==> config.mk <==
export PLATFORM = sky130hd
export DESIGN_NAME = comm_timeout_supervisor
export DESIGN_NICKNAME = d
export VERILOG_FILES = /design/src/comm_sup_pkg.sv /design/src/sup_if.sv /design/src/conn_select.sv /design/src/silence_timer.sv /design/src/comm_timeout_supervisor.sv
export SDC_FILE = /design/constraint.sdc
export NUM_CORES = 1
export LEC_CHECK = 0
export ABC_CLOCK_PERIOD_IN_PS = 3200
export BUFFER_PORTS_ARGS = -buffer_cell sky130_fd_sc_hd__buf_2
export CAP_MARGIN = 20
export CORE_MARGIN = 2
export CORE_UTILIZATION = 39
export DETAILED_ROUTE_END_ITERATION = 8
export PLACE_DENSITY = 0.67
export SLEW_MARGIN = 10
export SYNTH_ARGS = -nofsm -noshare
export SYNTH_HDL_FRONTEND = slang
export SYNTH_SLANG_ARGS = --single-unit
==> constraint.sdc <==
create_clock -name pclk -period 3.2 [get_ports pclk]
set_input_delay 0.64 -clock pclk [delete_from_list [all_inputs] [get_ports pclk]]
set_output_delay 0.64 -clock pclk [all_outputs]
set_load 0.02 [all_outputs]
==> src/comm_sup_pkg.sv <==
/*
  Constants, register map and types of the communication timeout supervisor.
  Assumes a 25 MHz APB clock and 32-bit APB data with one register per word.
*/
package comm_sup_pkg;

  // ****************************************************************
  // Bus geometry
  // ****************************************************************
  localparam int ADDR_W = 16;
  localparam int DATA_W = 32;
  localparam int REG_W = 16;
  localparam int IDX_W = 12;

  // ****************************************************************
  // Register indices (byte address is four times the index)
  // ****************************************************************
  localparam logic [IDX_W-1:0] IDX_PROTOCOL = 12'h94A;
  localparam logic [IDX_W-1:0] IDX_CARD_FLAGS = 12'h95B;
  localparam logic [IDX_W-1:0] IDX_PWD_STATUS = 12'h95C;
  localparam logic [IDX_W-1:0] IDX_ACTION = 12'h95D;
  localparam logic [IDX_W-1:0] IDX_DETECT_EN = 12'h95E;
  localparam logic [IDX_W-1:0] IDX_DURATION = 12'h95F;
  localparam logic [IDX_W-1:0] IDX_IRQ_STATUS = 12'h960;
  localparam logic [IDX_W-1:0] IDX_IRQ_MASK = 12'h961;
  localparam logic [IDX_W-1:0] IDX_SUP_STATUS = 12'h962;

  // ****************************************************************
  // Field positions
  // ****************************************************************
  localparam int FLAG_ADDR_FILTER = 0;
  localparam int FLAG_NET_PARAMS = 1;
  localparam int FLAG_LOGIN_PWD = 2;
  localparam int PWD_SET_BIT = 0;
  localparam int IRQ_TIMEOUT = 0;
  localparam int IRQ_LINK_LOST = 1;
  localparam int IRQ_CARD_DONE = 2;
  localparam int IRQ_W = 3;
  localparam int STAT_LINK_BIT = 2;

  // ****************************************************************
  // Values after reset and limits
  // ****************************************************************
  localparam logic [2:0] CARD_FLAGS_RST = 3'h0;
  localparam logic [1:0] ACTION_RST = 2'h3;
  localparam logic DETECT_EN_RST = 1'b1;
  localparam logic [REG_W-1:0] DURATION_RST = 16'h001E;
  localparam logic [REG_W-1:0] DURATION_MIN = 16'h0001;
  localparam logic [REG_W-1:0] DURATION_MAX = 16'h0258;
  localparam logic [1:0] PROTOCOL_RST = 2'h0;
  localparam logic [1:0] PROTO_MBT = 2'h2;
  localparam logic [1:0] PROTO_ILLEGAL = 2'h3;

  // ****************************************************************
  // Timing: one tenth of a second in clock cycles
  // ****************************************************************
  localparam int TENTH_MS = 100;
  localparam int CLK_KHZ = 25000;
  localparam int TENTH_CYCLES = TENTH_MS * CLK_KHZ;

  // ****************************************************************
  // Types
  // ****************************************************************
  typedef enum logic [1:0] {ACT_WARN_RUN, ACT_WARN_RAMP, ACT_WARN_COAST, ACT_SILENT} action_t;
  typedef enum logic [1:0] {SUP_IDLE, SUP_WATCH, SUP_TIMED_OUT} sup_state_t;

endpackage : comm_sup_pkg

==> src/sup_if.sv <==
/*
  Signals between the supervisor core, its connection selector and its timer.
  Assumes all three parties run on pclk.
*/
`timescale 1ns/10ps
interface sup_if;
  logic [1:0] proto;
  logic msg_seen;
  logic abort_seen;
  logic restart;
  logic run;
  logic [comm_sup_pkg::REG_W-1:0] duration;
  logic expired;

  modport det (input proto, output msg_seen, output abort_seen);
  modport tmr (input restart, input run, input duration, output expired);
  modport sup (output proto, output restart, output run, output duration,
               input msg_seen, input abort_seen, input expired);
endinterface : sup_if

==> src/conn_select.sv <==
/*
  Picks the supervised connection from the protocol selection and registers
  its message and abort events. Assumes one-cycle event pulses from the card.
*/
`timescale 1ns/10ps
module conn_select (
  input wire logic pclk,
  input wire logic presetn,
  input wire logic eip_msg_valid,
  input wire logic eip_rst_fin,
  input wire logic eip_fwd_close,
  input wire logic mbt_msg_valid,
  input wire logic mbt_rst_fin,
  sup_if.det bus
);
  logic msg_ff;
  logic nxt_msg;
  logic abort_ff;
  logic nxt_abort;
  logic use_eip;

  always_comb begin
    use_eip = (bus.proto != comm_sup_pkg::PROTO_MBT);
    nxt_msg = use_eip ? eip_msg_valid : mbt_msg_valid;
    // Forward close ends an implicit connection just as a reset does
    nxt_abort = use_eip ? (eip_rst_fin | eip_fwd_close) : mbt_rst_fin;
  end

  always_ff @(posedge pclk or negedge presetn) begin
    if (!presetn) begin
      msg_ff <= 1'b0;
      abort_ff <= 1'b0;
    end else begin
      msg_ff <= nxt_msg;
      abort_ff <= nxt_abort;
    end
  end

  assign bus.msg_seen = msg_ff;
  assign bus.abort_seen = abort_ff;
endmodule : conn_select

==> src/silence_timer.sv <==
/*
  Counts tenths of a second of silence and pulses expired at the programmed
  duration. Assumes duration never reads zero (the core clamps it).
*/
`timescale 1ns/10ps
module silence_timer #(
  parameter int TICK_CYCLES = comm_sup_pkg::TENTH_CYCLES
) (
  input wire logic pclk,
  input wire logic presetn,
  sup_if.tmr bus
);
  localparam int PW = $clog2(TICK_CYCLES + 1);

  logic [PW-1:0] pre_ff;
  logic [PW-1:0] nxt_pre;
  logic [comm_sup_pkg::REG_W-1:0] ten_ff;
  logic [comm_sup_pkg::REG_W-1:0] nxt_ten;
  logic exp_ff;
  logic nxt_exp;

  always_comb begin
    nxt_pre = pre_ff;
    nxt_ten = ten_ff;
    nxt_exp = 1'b0;
    if (bus.restart || !bus.run) begin
      nxt_pre = '0;
      nxt_ten = '0;
    end else if (pre_ff == PW'(TICK_CYCLES - 1)) begin
      nxt_pre = '0;
      if (ten_ff != 16'hFFFF) begin
        nxt_ten = ten_ff + 16'h0001;
      end
      nxt_exp = (nxt_ten >= bus.duration);
    end else begin
      nxt_pre = pre_ff + PW'(1);
    end
  end

  always_ff @(posedge pclk or negedge presetn) begin
    if (!presetn) begin
      pre_ff <= '0;
      ten_ff <= '0;
      exp_ff <= 1'b0;
    end else begin
      pre_ff <= nxt_pre;
      ten_ff <= nxt_ten;
      exp_ff <= nxt_exp;
    end
  end

  assign bus.expired = exp_ff;
endmodule : silence_timer

==> src/comm_timeout_supervisor.sv <==
/*
  Communication card supervisor: APB register file, card flags, password
  status, timeout state machine, reaction outputs and interrupt.
  Assumes card inputs synchronous to pclk and events as one-cycle pulses.
*/
`timescale 1ns/10ps
module comm_timeout_supervisor #(
  parameter int TENTH_CYCLES = comm_sup_pkg::TENTH_CYCLES
) (
  input wire logic pclk,
  input wire logic presetn,
  input wire logic psel,
  input wire logic penable,
  input wire logic pwrite,
  input wire logic [comm_sup_pkg::ADDR_W-1:0] paddr,
  input wire logic [comm_sup_pkg::DATA_W-1:0] pwdata,
  output logic [comm_sup_pkg::DATA_W-1:0] prdata,
  output logic pready,
  output logic pslverr,
  input wire logic link_up,
  input wire logic eip_msg_valid,
  input wire logic eip_rst_fin,
  input wire logic eip_fwd_close,
  input wire logic mbt_msg_valid,
  input wire logic mbt_rst_fin,
  input wire logic ip_addr_written,
  input wire logic password_entered,
  input wire logic card_update_done,
  input wire logic password_configured,
  output logic addr_filter_en,
  output logic card_update_req,
  output logic timeout_warn,
  output logic ramp_stop_req,
  output logic coast_stop_req,
  output logic irq
);

  // ****************************************************************
  // Address decode helpers
  // ****************************************************************
  function automatic logic [comm_sup_pkg::IDX_W-1:0] reg_index(
    input logic [comm_sup_pkg::ADDR_W-1:0] a
  );
    return a[comm_sup_pkg::IDX_W+1:2];
  endfunction : reg_index

  function automatic logic is_mapped(input logic [comm_sup_pkg::ADDR_W-1:0] a);
    logic [comm_sup_pkg::IDX_W-1:0] idx;
    idx = reg_index(a);
    if (a[1:0] != 2'h0 || a[comm_sup_pkg::ADDR_W-1:comm_sup_pkg::IDX_W+2] != '0) begin
      return 1'b0;
    end
    return (idx == comm_sup_pkg::IDX_PROTOCOL) ||
           (idx >= comm_sup_pkg::IDX_CARD_FLAGS && idx <= comm_sup_pkg::IDX_SUP_STATUS);
  endfunction : is_mapped

  // ****************************************************************
  // Declarations
  // ****************************************************************
  sup_if link_bus ();

  logic pready_ff;
  logic nxt_pready;
  logic pslverr_ff;
  logic nxt_pslverr;
  logic [comm_sup_pkg::DATA_W-1:0] prdata_ff;
  logic [comm_sup_pkg::DATA_W-1:0] nxt_prdata;
  logic wr_en;
  logic [comm_sup_pkg::IDX_W-1:0] idx;

  logic [2:0] flags_ff;
  logic [2:0] nxt_flags;
  logic pwd_ff;
  logic [1:0] proto_ff;
  logic [1:0] nxt_proto;
  comm_sup_pkg::action_t action_ff;
  comm_sup_pkg::action_t nxt_action;
  logic det_en_ff;
  logic nxt_det_en;
  logic [comm_sup_pkg::REG_W-1:0] dur_ff;
  logic [comm_sup_pkg::REG_W-1:0] nxt_dur;
  logic [comm_sup_pkg::REG_W-1:0] wr_dur;
  logic req_ff;

  comm_sup_pkg::sup_state_t state_ff;
  comm_sup_pkg::sup_state_t nxt_state;
  logic link_prev_ff;
  logic timeout_evt;

  logic [comm_sup_pkg::IRQ_W-1:0] irq_stat_ff;
  logic [comm_sup_pkg::IRQ_W-1:0] nxt_irq_stat;
  logic [comm_sup_pkg::IRQ_W-1:0] irq_mask_ff;
  logic [comm_sup_pkg::IRQ_W-1:0] nxt_irq_mask;
  logic [comm_sup_pkg::IRQ_W-1:0] irq_evt;

  logic warn_ff;
  logic ramp_ff;
  logic coast_ff;
  logic irq_ff;
  logic nxt_warn;
  logic nxt_ramp;
  logic nxt_coast;
  logic nxt_irq;

  // ****************************************************************
  // Sub-blocks
  // ****************************************************************
  conn_select u_conn_select (
    .pclk(pclk),
    .presetn(presetn),
    .eip_msg_valid(eip_msg_valid),
    .eip_rst_fin(eip_rst_fin),
    .eip_fwd_close(eip_fwd_close),
    .mbt_msg_valid(mbt_msg_valid),
    .mbt_rst_fin(mbt_rst_fin),
    .bus(link_bus.det)
  );

  silence_timer #(
    .TICK_CYCLES(TENTH_CYCLES)
  ) u_silence_timer (
    .pclk(pclk),
    .presetn(presetn),
    .bus(link_bus.tmr)
  );

  assign link_bus.proto = proto_ff;
  assign link_bus.duration = dur_ff;
  assign link_bus.run = (state_ff == comm_sup_pkg::SUP_WATCH) && det_en_ff;
  assign link_bus.restart = link_bus.msg_seen || (state_ff != comm_sup_pkg::SUP_WATCH);

  // ****************************************************************
  // APB slave: no wait state, read data registered in the setup cycle
  // ****************************************************************
  always_comb begin
    idx = reg_index(paddr);
    nxt_pready = psel && !penable;
    nxt_pslverr = psel && !penable && !is_mapped(paddr);
    nxt_prdata = prdata_ff;
    if (psel && !penable && !pwrite) begin
      nxt_prdata = '0;
      unique case (idx)
        comm_sup_pkg::IDX_PROTOCOL: nxt_prdata[1:0] = proto_ff;
        comm_sup_pkg::IDX_CARD_FLAGS: nxt_prdata[2:0] = flags_ff;
        comm_sup_pkg::IDX_PWD_STATUS: nxt_prdata[comm_sup_pkg::PWD_SET_BIT] = pwd_ff;
        comm_sup_pkg::IDX_ACTION: nxt_prdata[1:0] = action_ff;
        comm_sup_pkg::IDX_DETECT_EN: nxt_prdata[0] = det_en_ff;
        comm_sup_pkg::IDX_DURATION: nxt_prdata[comm_sup_pkg::REG_W-1:0] = dur_ff;
        comm_sup_pkg::IDX_IRQ_STATUS: nxt_prdata[comm_sup_pkg::IRQ_W-1:0] = irq_stat_ff;
        comm_sup_pkg::IDX_IRQ_MASK: nxt_prdata[comm_sup_pkg::IRQ_W-1:0] = irq_mask_ff;
        comm_sup_pkg::IDX_SUP_STATUS: begin
          nxt_prdata[1:0] = state_ff;
          nxt_prdata[comm_sup_pkg::STAT_LINK_BIT] = link_up;
        end
        default: nxt_prdata = '0;
      endcase
    end
  end

  // Writes land only at the completing access edge of a mapped address
  assign wr_en = psel && penable && pready_ff && pwrite && !pslverr_ff;

  always_ff @(posedge pclk or negedge presetn) begin
    if (!presetn) begin
      pready_ff <= 1'b0;
      pslverr_ff <= 1'b0;
      prdata_ff <= '0;
    end else begin
      pready_ff <= nxt_pready;
      pslverr_ff <= nxt_pslverr;
      prdata_ff <= nxt_prdata;
    end
  end

  // ****************************************************************
  // Configuration registers and card flags
  // ****************************************************************
  always_comb begin
    nxt_flags = flags_ff;
    nxt_proto = proto_ff;
    nxt_action = action_ff;
    nxt_det_en = det_en_ff;
    nxt_dur = dur_ff;
    wr_dur = pwdata[comm_sup_pkg::REG_W-1:0];
    if (wr_en) begin
      unique case (idx)
        comm_sup_pkg::IDX_CARD_FLAGS: nxt_flags = pwdata[2:0];
        // An illegal protocol code is dropped, the old selection stays
        comm_sup_pkg::IDX_PROTOCOL: begin
          if (pwdata[1:0] != comm_sup_pkg::PROTO_ILLEGAL) begin
            nxt_proto = pwdata[1:0];
          end
        end
        comm_sup_pkg::IDX_ACTION: nxt_action = comm_sup_pkg::action_t'(pwdata[1:0]);
        comm_sup_pkg::IDX_DETECT_EN: nxt_det_en = pwdata[0];
        // Clamp keeps the timer from a zero or overlong interval
        comm_sup_pkg::IDX_DURATION: nxt_dur = (wr_dur < comm_sup_pkg::DURATION_MIN) ?
          comm_sup_pkg::DURATION_MIN : (wr_dur > comm_sup_pkg::DURATION_MAX) ?
          comm_sup_pkg::DURATION_MAX : wr_dur;
        default: nxt_flags = nxt_flags;
      endcase
    end
    if (card_update_done) begin
      nxt_flags[comm_sup_pkg::FLAG_NET_PARAMS] = 1'b0;
      nxt_flags[comm_sup_pkg::FLAG_LOGIN_PWD] = 1'b0;
    end
    // Set after clear so a new request in the done cycle survives
    if (ip_addr_written) begin
      nxt_flags[comm_sup_pkg::FLAG_NET_PARAMS] = 1'b1;
    end
    if (password_entered) begin
      nxt_flags[comm_sup_pkg::FLAG_LOGIN_PWD] = 1'b1;
    end
  end

  always_ff @(posedge pclk or negedge presetn) begin
    if (!presetn) begin
      flags_ff <= comm_sup_pkg::CARD_FLAGS_RST;
      req_ff <= 1'b0;
      pwd_ff <= 1'b0;
      proto_ff <= comm_sup_pkg::PROTOCOL_RST;
      action_ff <= comm_sup_pkg::action_t'(comm_sup_pkg::ACTION_RST);
      det_en_ff <= comm_sup_pkg::DETECT_EN_RST;
      dur_ff <= comm_sup_pkg::DURATION_RST;
    end else begin
      flags_ff <= nxt_flags;
      req_ff <= nxt_flags[comm_sup_pkg::FLAG_NET_PARAMS] |
                nxt_flags[comm_sup_pkg::FLAG_LOGIN_PWD];
      pwd_ff <= password_configured;
      proto_ff <= nxt_proto;
      action_ff <= nxt_action;
      det_en_ff <= nxt_det_en;
      dur_ff <= nxt_dur;
    end
  end

  // ****************************************************************
  // Timeout state machine
  // ****************************************************************
  always_comb begin
    nxt_state = state_ff;
    unique case (state_ff)
      comm_sup_pkg::SUP_IDLE: begin
        if (det_en_ff) begin
          nxt_state = comm_sup_pkg::SUP_WATCH;
        end
      end
      comm_sup_pkg::SUP_WATCH: begin
        if (!det_en_ff) begin
          nxt_state = comm_sup_pkg::SUP_IDLE;
        end else if (!link_up || link_bus.abort_seen ||
                     (link_bus.expired && !link_bus.msg_seen)) begin
          nxt_state = comm_sup_pkg::SUP_TIMED_OUT;
        end
      end
      comm_sup_pkg::SUP_TIMED_OUT: begin
        // Traffic on a live link ends the fault and rearms supervision
        if (!det_en_ff) begin
          nxt_state = comm_sup_pkg::SUP_IDLE;
        end else if (link_bus.msg_seen && link_up) begin
          nxt_state = comm_sup_pkg::SUP_WATCH;
        end
      end
      default: nxt_state = comm_sup_pkg::SUP_IDLE;
    endcase
    timeout_evt = (nxt_state == comm_sup_pkg::SUP_TIMED_OUT) &&
                  (state_ff != comm_sup_pkg::SUP_TIMED_OUT);
  end

  always_ff @(posedge pclk or negedge presetn) begin
    if (!presetn) begin
      state_ff <= comm_sup_pkg::SUP_IDLE;
      link_prev_ff <= 1'b0;
    end else begin
      state_ff <= nxt_state;
      link_prev_ff <= link_up;
    end
  end

  // ****************************************************************
  // Interrupt status (write one to clear, event wins) and mask
  // ****************************************************************
  always_comb begin
    irq_evt = '0;
    irq_evt[comm_sup_pkg::IRQ_TIMEOUT] = timeout_evt;
    irq_evt[comm_sup_pkg::IRQ_LINK_LOST] = link_prev_ff && !link_up;
    irq_evt[comm_sup_pkg::IRQ_CARD_DONE] = card_update_done;
    nxt_irq_stat = irq_stat_ff;
    nxt_irq_mask = irq_mask_ff;
    if (wr_en && idx == comm_sup_pkg::IDX_IRQ_STATUS) begin
      nxt_irq_stat = irq_stat_ff & ~pwdata[comm_sup_pkg::IRQ_W-1:0];
    end
    if (wr_en && idx == comm_sup_pkg::IDX_IRQ_MASK) begin
      nxt_irq_mask = pwdata[comm_sup_pkg::IRQ_W-1:0];
    end
    nxt_irq_stat = nxt_irq_stat | irq_evt;
  end

  always_ff @(posedge pclk or negedge presetn) begin
    if (!presetn) begin
      irq_stat_ff <= '0;
      irq_mask_ff <= '0;
    end else begin
      irq_stat_ff <= nxt_irq_stat;
      irq_mask_ff <= nxt_irq_mask;
    end
  end

  // ****************************************************************
  // Reaction outputs, registered from next state for one-cycle latency
  // ****************************************************************
  always_comb begin
    nxt_warn = (nxt_state == comm_sup_pkg::SUP_TIMED_OUT) &&
               (nxt_action != comm_sup_pkg::ACT_SILENT);
    nxt_ramp = (nxt_state == comm_sup_pkg::SUP_TIMED_OUT) &&
               (nxt_action == comm_sup_pkg::ACT_WARN_RAMP);
    nxt_coast = (nxt_state == comm_sup_pkg::SUP_TIMED_OUT) &&
                (nxt_action == comm_sup_pkg::ACT_WARN_COAST);
    nxt_irq = |(nxt_irq_stat & nxt_irq_mask);
  end

  always_ff @(posedge pclk or negedge presetn) begin
    if (!presetn) begin
      warn_ff <= 1'b0;
      ramp_ff <= 1'b0;
      coast_ff <= 1'b0;
      irq_ff <= 1'b0;
    end else begin
      warn_ff <= nxt_warn;
      ramp_ff <= nxt_ramp;
      coast_ff <= nxt_coast;
      irq_ff <= nxt_irq;
    end
  end

  assign prdata = prdata_ff;
  assign pready = pready_ff;
  assign pslverr = pslverr_ff;
  assign addr_filter_en = flags_ff[comm_sup_pkg::FLAG_ADDR_FILTER];
  assign card_update_req = req_ff;
  assign timeout_warn = warn_ff;
  assign ramp_stop_req = ramp_ff;
  assign coast_stop_req = coast_ff;
  assign irq = irq_ff;

endmodule : comm_timeout_supervisor

==> flow_summary.ini, run 1 <==
[logic_synthesis]
synth_edf_count = 0
seq_area_frac_synth_pct = 46.1
synth_cell_types = 62
yosysWarnings = 0
ys_top_cells_by_count = dfrtp_1, nor2_1, nand2_1
synth-seq-cells = 98
synth_top_area_share_pct = 42.6
synth_area_um2 = 5340
synth_flop_cell = dfrtp_1
async_flop_share_pct = 100
syn_inst = 562
yosys-top-cells-area = dfrtp_1, nor2_1, xor2_1
synth.most_common_cell = dfrtp_1
yosys.area.top_type = dfrtp_1
avgSynthCellArea_um2 = 9.50

[timing]
slew_headroom_pct = 47.4
fmax_mhz = 333
rsz0062_at_grt = no
period_needed_ns = 3.00
worstMarginPinSlew_ns = 0.783
final_max_slew_viol_count = 0
skew_ns = 0.0124
final-setup-viol-count = 0
hold_violations = 0
min_period_over_period_pct = 93.8
tns_ns = 0

[final_layout]
synthToLayoutAreaGrowth_pct = 17.0
drive_above_1_share_pct = 20.2
layout.nets = 715

[run]
maxCapViolCount = 0

[global_routing]
busiest_layer = met2
grt_pass1_wl_um = 19900
grt_max_degree = 48
antenna_found_initial = 2
grtUsageMet2_pct = 27.3
grt_use_total_pct = 17.2
grt_util_met3_pct = 4.75
grt_pass1_vias = 4188
grt.overflow.total = 0
use_met1_pct = 22.1

[setup_path]
cp-end-kind = flop
cp-startpoint = u_silence_timer.ten_ff[1]
arrival_ns = 3.25
rrSetupSlack_ns = 0.20
cpPeakStageDelay_ns = 0.40
worstSetupPathType = flop to flop
cp.required_ns = 3.45
worstRegToRegCells = 13
path_cells = ha_2 > nand3_2 > nor4_4 > a211oi_2 > and3_1 > xor2_1 > ha_1 > a21oi_1 > o21ai_0 > a21o_1 > a211oi_1 > nor2_1 > o31a_1
cp_slowest_cell = dfrtp_1
r2r-start = u_silence_timer.ten_ff[1]
reg2reg_to = u_silence_timer.bus.expired
path_max_fanout = 5
cp-start-kind = flop

[clock_tree]
clk_latency_ns = 0.35
cts_setup_buffers = 0
ctsResizeCount = 0
cts_hold_buf = 0
numCtsBuffers = 9
root_buffer = clkbuf_16
htreeDepth = 3
clk_pin_slew_ns = 0.07
clockBufferDepth = 2
cts_tree = built
clock-sinks = 98

[min_path]
hold_path_class = primary input to async pin

[drt]
firstDrtPassIters = 4
via_count = 4259
routed_via_density = 5.21
antenna_left = 0
wl_per_cell_um = 14.8
drc = 0
wl_um = 12100
drt_iter0_drc = 269

[floorplanning]
ios = 103
dieArea_um2 = 14600
coreArea_um2 = 13300
die_h_um = 121
rows = 42
initial_core_util_pct = 40.2
chipWidth_um = 121

[power_and_ir_drop]
power_mw = 2.64
p_leak_nw = 2.86
power_density_nw_per_um2 = 423
peakVddDrop_uv = 271

[run_status]
status = finished, final reports clean

[placement]
dpl.hpwl_um = 8910
io_buffer_count = 70
gp_congestion = 0.854
critical path: cells and delay by family, from the launching register on:
kind / cells / cell delay (ns)
flip-flops: 1 / 0.40
AO/OA/AOI/OAI: 6 / 1.03
XOR/XNOR: 1 / 0.15
AND/OR/NAND/NOR: 4 / 0.76
adder cells (fa/ha/maj): 2 / 0.53
worst max-delay path by stage:
stage | to | depth (start not counted)
3_5_place_dp | u_silence_timer.bus.expired | 13
3_3_place_gp | u_silence_timer.bus.expired | 13
5_1_grt | u_silence_timer.bus.expired | 13
6_report | u_silence_timer.bus.expired | 13
2_1_floorplan | u_silence_timer.bus.expired | 13
4_1_cts | u_silence_timer.bus.expired | 13
flip-flops by register name, indices dropped and copies added (netlist names), 2 cells and up:
signal                  flops
irq_mask_ff                 3
dur_ff                     16
state_ff                    2
u_silence_timer.pre_ff     22
flags_ff                    3
link_bus.proto              2
u_silence_timer.ten_ff     16
irq_stat_ff                 3
prdata                     16
action_ff                   2
cells in the final DEF, fill, tap and decap left out, types with 3 or more instances in the layout:
cell type and instances:
a21boi_0 4, a21oi_1 16, a22o_1 18, a22oi_1 3, a31oi_1 5, and3_1 9, buf_2 69, buf_4 12
bufinv_16 3, clkbuf_16 9, conb_1 16, dfrtp_1 91, dfstp_2 7, ha_1 17, inv_1 33, mux2_2 5
mux2i_1 7, nand2_1 41, nand2b_1 5, nand3_1 25, nand4_1 11, nor2_1 81, nor2b_1 5, nor3_1 13
nor3b_1 5, nor4_1 9, o21ai_0 15, o21bai_1 4, o22ai_1 4, or2_2 4, or3_1 4, xnor2_1 15
xor2_1 27
metrics by stage:
| step | area (um2) | setup WS (ns) | util [%] | cells | hold slack, ns |
|---|---|---|---|---|---|
| 6_report | 6250 | 0.199 | 47.0 | 817 | 0.305 |
| 5_1_grt | 6240 | 0.000652 | 47.0 | 815 | 0.347 |
| 4_1_cts | 6200 | 0.108 | 46.6 | 815 | 0.326 |
| 3_5_place_dp | 5850 | 0.131 | 44.0 | 799 | 0.482 |
| 3_3_place_gp | 5850 | 0.145 | 44.0 | 799 | 0.461 |
| 2_1_floorplan | 5400 | 0.117 | - | 577 | 0.344 |
where the power goes:
part / total [mW] / switching, mW / internal, mW
sequential: 1.25 / 0.00376 / 1.25
clock: 1.26 / 0.488 / 0.771
combinational: 0.133 / 0.0923 / 0.0408
metal layers:
metal	up-vias	part of all wire, %
met1	2042	46
met5	-	0
met2	117	46
met3	19	6.1
li1	2081	-
met4	0	2.1
cell type report:
| type | instances | area, um2 |
|---|---|---|
| diodes | 2 | 5.00 |
| clock buffers | 9 | 225 |
| clock inverters | 7 | 123 |
| fillers | 1246 | 7050 |
| inverters | 33 | 124 |
| multi-input cells | 411 | 2660 |
| flip-flops and latches | 98 | 2460 |
| well taps | 176 | 220 |
| repair buffers | 81 | 435 |
cell families after synthesis:
group           Yosys count  synth area share [%]
compound gates           88                  11.6
xor+xnor                 42                  6.89
fa+ha+maj                18                  4.22
buf+inv                  68                  6.07
flops                    98                  46.1
mux                      14                  3.07
other cells               1                0.0702
simple gates            233                  22.0
(Power assumes the default switching activity.)
==> run 2, diff against run 1 <==
--- a/config.mk
+++ b/config.mk
@@ -5,13 +5,14 @@
 export SDC_FILE = /design/constraint.sdc
 export NUM_CORES = 1
 export LEC_CHECK = 0
+export ABC_AREA = 1
 export ABC_CLOCK_PERIOD_IN_PS = 3200
 export BUFFER_PORTS_ARGS = -buffer_cell sky130_fd_sc_hd__buf_2
 export CAP_MARGIN = 20
 export CORE_MARGIN = 2
 export CORE_UTILIZATION = 39
 export DETAILED_ROUTE_END_ITERATION = 8
-export PLACE_DENSITY = 0.67
+export PLACE_DENSITY = 0.66
 export SLEW_MARGIN = 10
 export SYNTH_ARGS = -nofsm -noshare
 export SYNTH_HDL_FRONTEND = slang
==> constraint.sdc (replaced) <==
create_clock -name pclk -period 3.2 [get_ports pclk]
set_input_delay 0.64 -clock pclk [delete_from_list [all_inputs] [get_ports pclk]]
set_output_delay 0.64 -clock pclk [all_outputs]
set_load 0.1 [all_outputs]
==> run 2 against run 1 <==
- cell area up 6.0%
- clock power down 9.5%
- sequential cell count unchanged
- sequential power up 3%
- worst hold slack better by 0.025 ns
- synthesized cell count up 36%
- area after synthesis up 9.7%
- total power up 7.8%
- routed wire length up 10%
- utilization down 1.6 points
- combinational power rose to 3.1 times the previous value
- critical path type unchanged
- critical path depth up 4
==> flow_summary.ini, run 2 <==
[run_status]
status = finished, final reports clean

[setup_path]
cp.required_ns = 3.49
cpPeakStageDelay_ns = 0.43
path_cells = ha_1 > nand2_1 > nor2_2 > nand3_1 > nor2_4 > nand2_1 > nand2_1 > nand3_1 > ha_1 > nand2_1 > inv_1 > nand3_1 > nor3_1 > nand3_1 > nand3_1 > nand2_1 > inv_1
worstSetupPathType = flop to flop
path_depth = 17
cp-end-kind = flop
cp_slowest_cell = dfrtp_1
arrival_ns = 2.87
path_max_fanout = 5
crit_buf_inv = 2
critPathTopFamily = simple AND/OR/NAND/NOR gates
worstRegToRegCells = 17
cp-start-kind = flop

[drt]
drt_iter0_drc = 294
drc = 0
wl_um = 13400
antenna_left = 0
firstDrtPassIters = 6
via_count = 5033
wl_per_cell_um = 13.0
routed_via_density = 4.90

[floorplanning]
rows = 44
initial_core_util_pct = 40.1
chipWidth_um = 127
coreArea_um2 = 14600
ios = 103
dieArea_um2 = 16000
die_h_um = 127

[clock_tree]
clk_pin_slew_ns = 0.07
clockBufferDepth = 2
root_buffer = clkbuf_16
clk_latency_ns = 0.35
cts_tree = built
ctsResizeCount = 0
htreeDepth = 3
cts_hold_buf = 0
clock-sinks = 98
numCtsBuffers = 9
cts_setup_buffers = 0

[logic_synthesis]
seq_area_frac_synth_pct = 42.0
synth_top_area_share_pct = 38.9
synth_cell_types = 40
yosys.area.top_type = dfrtp_1
synth-seq-cells = 98
synth.most_common_cell = nand2_1
avgSynthCellArea_um2 = 7.64
syn_inst = 766
yosysWarnings = 0
synth_flop_cell = dfrtp_1
yosys-top-cells-area = dfrtp_1, nand2_1, inv_1
async_flop_share_pct = 100
synth_edf_count = 0
ys_top_cells_by_count = nand2_1, dfrtp_1, inv_1
synth_area_um2 = 5860

[timing]
worstMarginPinSlew_ns = 0.802
tns_ns = 0
final_max_slew_viol_count = 0
rsz0062_at_grt = no
period_needed_ns = 2.58
skew_ns = 0.00743
slew_headroom_pct = 46.5
min_period_over_period_pct = 80.6
final-setup-viol-count = 0
fmax_mhz = 388
hold_violations = 0

[run]
maxCapViolCount = 0

[min_path]
hold_path_class = primary input to async pin

[global_routing]
grt.overflow.total = 0
grt_max_degree = 53
grt_use_total_pct = 17.7
antenna_found_initial = 0
grt_pass1_wl_um = 23100
grt_pass1_vias = 4873

[final_layout]
layout_commonest_cell = nand2_1
top_register = u_silence_timer.pre_ff
diodes = 0
largest_register_ffs = 22
drive_above_1_share_pct = 16.1
final_cell_mix = nand2_1, inv_1, dfrtp_1
synthToLayoutAreaGrowth_pct = 13.2
layout.nets = 919

[placement]
gp_congestion = 0.940
io_buffer_count = 70
dpl.hpwl_um = 10200

[power_and_ir_drop]
peakVddDrop_uv = 400
power_density_nw_per_um2 = 430
power_mw = 2.85
p_leak_nw = 3.33
## run 2: cell types whose count changed after synthesis, moves of 11 or more
cell,delta
a22o_1,-18
nand2_1,+163
xnor2_1,-14
inv_1,+58
xor2_1,-11
nand3_1,+29
o31ai_1,+13
o21ai_0,+12
nand4_1,+14
clkbuf_1,-17
## run 2: path summary, 6_finish.rpt
path	startpoint	to	slack, ns
max	u_silence_timer.ten_ff[0]	u_silence_timer.bus.expired	0.62
min	presetn	prdata[7]	0.33
max reg2reg	u_silence_timer.ten_ff[0]	u_silence_timer.bus.expired	0.62
min reg2reg	link_prev_ff	irq_stat_ff[1]	0.48
max in group asynchronous	presetn	action_ff[0]	2.12
min in group pclk	password_configured	pwd_ff	0.38
## run 2: logic make-up after synthesis
group	synth area share [%]
buffers and inverters	9.70
AND/OR/NAND/NOR	34.9
other	0.0640
multiplexers	0.192
adder cells (fa/ha/maj)	3.85
flip-flops	42.0
XOR/XNOR	2.54
AO/OA/AOI/OAI	6.73
## run 2: area by class of cell
type / count / area [um2]
fillers: 1487 / 7960
clock inverters: 7 / 82.6
well taps: 184 / 230
repair buffers: 72 / 380
clock buffers: 9 / 225
flip-flops and latches: 98 / 2460
inverters: 97 / 364
multi-input cells: 560 / 2880
## run 2: metal layers
layer / up-vias / track usage [%] / part of all wire, %
met4: 0 / 6.46 / 1.5
met5: - / 0 / 0
met1: 2337 / 24.5 / 50
li1: 2598 / - / -
met2: 86 / 28.2 / 46
met3: 12 / 2.66 / 2.9
## run 2: worst register-to-register path, stage by stage (launching register included)
cell     delay, ns
dfrtp_1       0.43
ha_1          0.20
nand2_1       0.08
nor2_2        0.20
nand3_1       0.19
nor2_4        0.17
nand2_1       0.06
nand2_1       0.06
nand3_1       0.10
ha_1          0.29
nand2_1       0.05
inv_1         0.05
nand3_1       0.08
nor3_1        0.21
nand3_1       0.10
nand3_1       0.09
nand2_1       0.06
inv_1         0.09
## run 2: power by group
group / leakage (nW) / total, mW / switching, mW / internal (mW)
clock network: 0.150 / 1.14 / 0.518 / 0.622
logic: 1.93 / 0.413 / 0.333 / 0.0794
registers: 1.25 / 1.29 / 0.0248 / 1.27
## run 2: stage by stage
step | hold WS (ns) | utilization [%] | cell area [um2] | setup slack [ns] | std cells
after floorplan | 0.344 | - | 5910 | 0.984 | 781
after global placement | 0.459 | 43.3 | 6320 | 0.646 | 1011
after detailed placement | 0.459 | 43.3 | 6320 | 0.639 | 1011
after CTS | 0.347 | 45.4 | 6630 | 0.597 | 1027
after global routing | 0.374 | 45.4 | 6630 | 0.314 | 1027
final | 0.330 | 45.4 | 6630 | 0.620 | 1027
==> run 3, diff against run 2 <==
--- a/config.mk
+++ b/config.mk
@@ -6,13 +6,13 @@
 export NUM_CORES = 1
 export LEC_CHECK = 0
 export ABC_AREA = 1
-export ABC_CLOCK_PERIOD_IN_PS = 3200
+export ABC_CLOCK_PERIOD_IN_PS = 2710
 export BUFFER_PORTS_ARGS = -buffer_cell sky130_fd_sc_hd__buf_2
 export CAP_MARGIN = 20
 export CORE_MARGIN = 2
 export CORE_UTILIZATION = 39
 export DETAILED_ROUTE_END_ITERATION = 8
-export PLACE_DENSITY = 0.66
+export PLACE_DENSITY = 0.64
 export SLEW_MARGIN = 10
 export SYNTH_ARGS = -nofsm -noshare
 export SYNTH_HDL_FRONTEND = slang
==> constraint.sdc (replaced) <==
create_clock -name pclk -period 2.71 [get_ports pclk]
set_input_delay 0.542 -clock pclk [delete_from_list [all_inputs] [get_ports pclk]]
set_output_delay 0.542 -clock pclk [all_outputs]
set_load 0.1 [all_outputs]
==> run 3 against run 2 <==
- clock skew is essentially flat
- non-clock buffer count increased by 2
- final cell count rose by 0.19%
- critical endpoint unchanged
- utilization increased by 0.15 points
- total power up 17%
- clock-buffer cell count is the same
==> flow_summary.ini, run 3 (synthesized netlist as in run 2, its figures left out) <==
[global_routing]
grt_pass1_wl_um = 23500
grt.overflow.total = 0
grt_pass1_vias = 4871
grt_use_total_pct = 18.0
grt_max_degree = 69
antenna_found_initial = 0

[placement]
post-place-ws_ns = 0.176
dp_cells = 1013
io_buffer_count = 70
dpl.hpwl_um = 10400
gp_congestion = 0.937
dpl_cell_area_um2 = 6330

[timing]
rsz0062_at_grt = no
worstMarginPinSlew_ns = 0.829
min_period_over_period_pct = 88.7
final-setup-viol-count = 0
final_max_slew_viol_count = 0
hold_violations = 0
setup_ws_ns = 0.307
slew_headroom_pct = 44.7
skew_ns = 0.00757
period_needed_ns = 2.40
fmax_mhz = 416
tns_ns = 0

[setup_path]
cp-end-kind = flop
cp-start-kind = flop
arrival_ns = 2.66
path_cells = ha_1 > nand2_1 > nor2_4 > nand3_1 > nor2_4 > nand2_1 > nand2_1 > nand3_1 > ha_1 > nand2_1 > inv_1 > nand3_1 > inv_1 > a21oi_1 > nand3_1 > nand2_1 > inv_1
worstSetupPathType = flop to flop
cp-startpoint = u_silence_timer.ten_ff[0]
crit_top_cell = nand2_1
path_max_fanout = 5
cp_slowest_cell = dfrtp_2
worstRegToRegCells = 17
cp.required_ns = 2.96
rrSetupSlack_ns = 0.31
r2r-start = u_silence_timer.ten_ff[0]
reg2reg_to = u_silence_timer.bus.expired
cpPeakStageDelay_ns = 0.41

[floorplanning]
initial_core_util_pct = 40.1
die_h_um = 127
coreArea_um2 = 14600
chipWidth_um = 127
dieArea_um2 = 16000
rows = 44
ios = 103

[run_status]
status = finished, final reports clean

[clock_tree]
cts_hold_buf = 0
htreeDepth = 3
cts_setup_buffers = 0
clk_latency_ns = 0.35
clockBufferDepth = 2
root_buffer = clkbuf_16
numCtsBuffers = 9
cts_tree = built
clk_pin_slew_ns = 0.08
ctsResizeCount = 0
clock-sinks = 98

[power_and_ir_drop]
p_leak_nw = 3.33
power_density_nw_per_um2 = 499
peakVddDrop_uv = 569

[final_layout]
nFillCells = 1490
diodes = 0
layout_commonest_cell = nand2_1
drive_above_1_share_pct = 16.6
largest_register_ffs = 22
final_cell_mix = nand2_1, inv_1, dfrtp_1
synthToLayoutAreaGrowth_pct = 13.5
layout.nets = 921
post-route-cell-area_um2 = 6650
final_cells = 1029
top_register = u_silence_timer.pre_ff

[drt]
wl_um = 13500
antenna_left = 0
drc = 0
firstDrtPassIters = 5
wl_per_cell_um = 13.2
drt_iter0_drc = 303
routed_via_density = 4.92
via_count = 5060

[min_path]
hold_path_class = primary input to async pin

[run]
maxCapViolCount = 0
## run 3: cell count changes in the layout (fill, tap and decap cells not counted), sizes merged
cell | before | now
clkinvlp | 1 | 0
buf | 72 | 74
bufinv | 1 | 0
clkinv | 2 | 4
## run 3: where the power goes
group	internal, mW	leakage [nW]	switching, mW	total [mW]
Combinational	0.0991	1.94	0.397	0.496
Sequential	1.50	1.24	0.0324	1.53
Clock	0.657	0.148	0.637	1.29
Total	2.25	3.33	1.07	3.32
## run 3: worst max-delay path by stage
| stage | endpoint | slack [ns] | cells after the start |
|---|---|---|---|
| 3_3_place_gp | u_silence_timer.bus.expired | 0.23 | 17 |
| 4_1_cts | u_silence_timer.bus.expired | 0.16 | 17 |
| 3_5_place_dp | u_silence_timer.bus.expired | 0.18 | 17 |
| 6_report | u_silence_timer.bus.expired | 0.31 | 17 |
| 2_1_floorplan | u_silence_timer.bus.expired | 0.49 | 17 |
| 5_1_grt | u_silence_timer.bus.expired | 0.05 | 17 |
## run 3: through the flow
stage	hold WS, ns	power, mW	utilization, %
CTS	0.120	3.37	45.5
global route	0.138	3.48	45.6
global placement	0.459	2.06	43.4
detailed placement	0.464	2.06	43.4
floorplan	0.246	1.93	-
finish	0.110	3.32	45.6
## run 3: critical path, delay by kind of cell (launching register included)
family | cells | cell delay [ns]
AO/OA/AOI/OAI | 1 | 0.17
adder cells (fa/ha/maj) | 2 | 0.46
buffers and inverters | 3 | 0.12
flip-flops | 1 | 0.41
AND/OR/NAND/NOR | 11 | 1.13
## run 3: final cells by class
cell class	count	area, um2	share of cell area [%]
multi-input combinational	560	2890	43.5
inverter	97	364	5.48
clock buffer	9	225	3.39
clock inverter	7	78.8	1.19
sequential	98	2460	37.0
tap	184	230	3.46
timing repair buffer	74	395	5.95
## run 3: routing by layer
layer | track usage [%] | vias up | share of wire [%]
met5 | 0 | - | 0
met3 | 2.32 | 16 | 3.9
li1 | - | 2618 | -
met2 | 27.6 | 102 | 46
met1 | 25.9 | 2324 | 48
met4 | 6.72 | 0 | 1.7
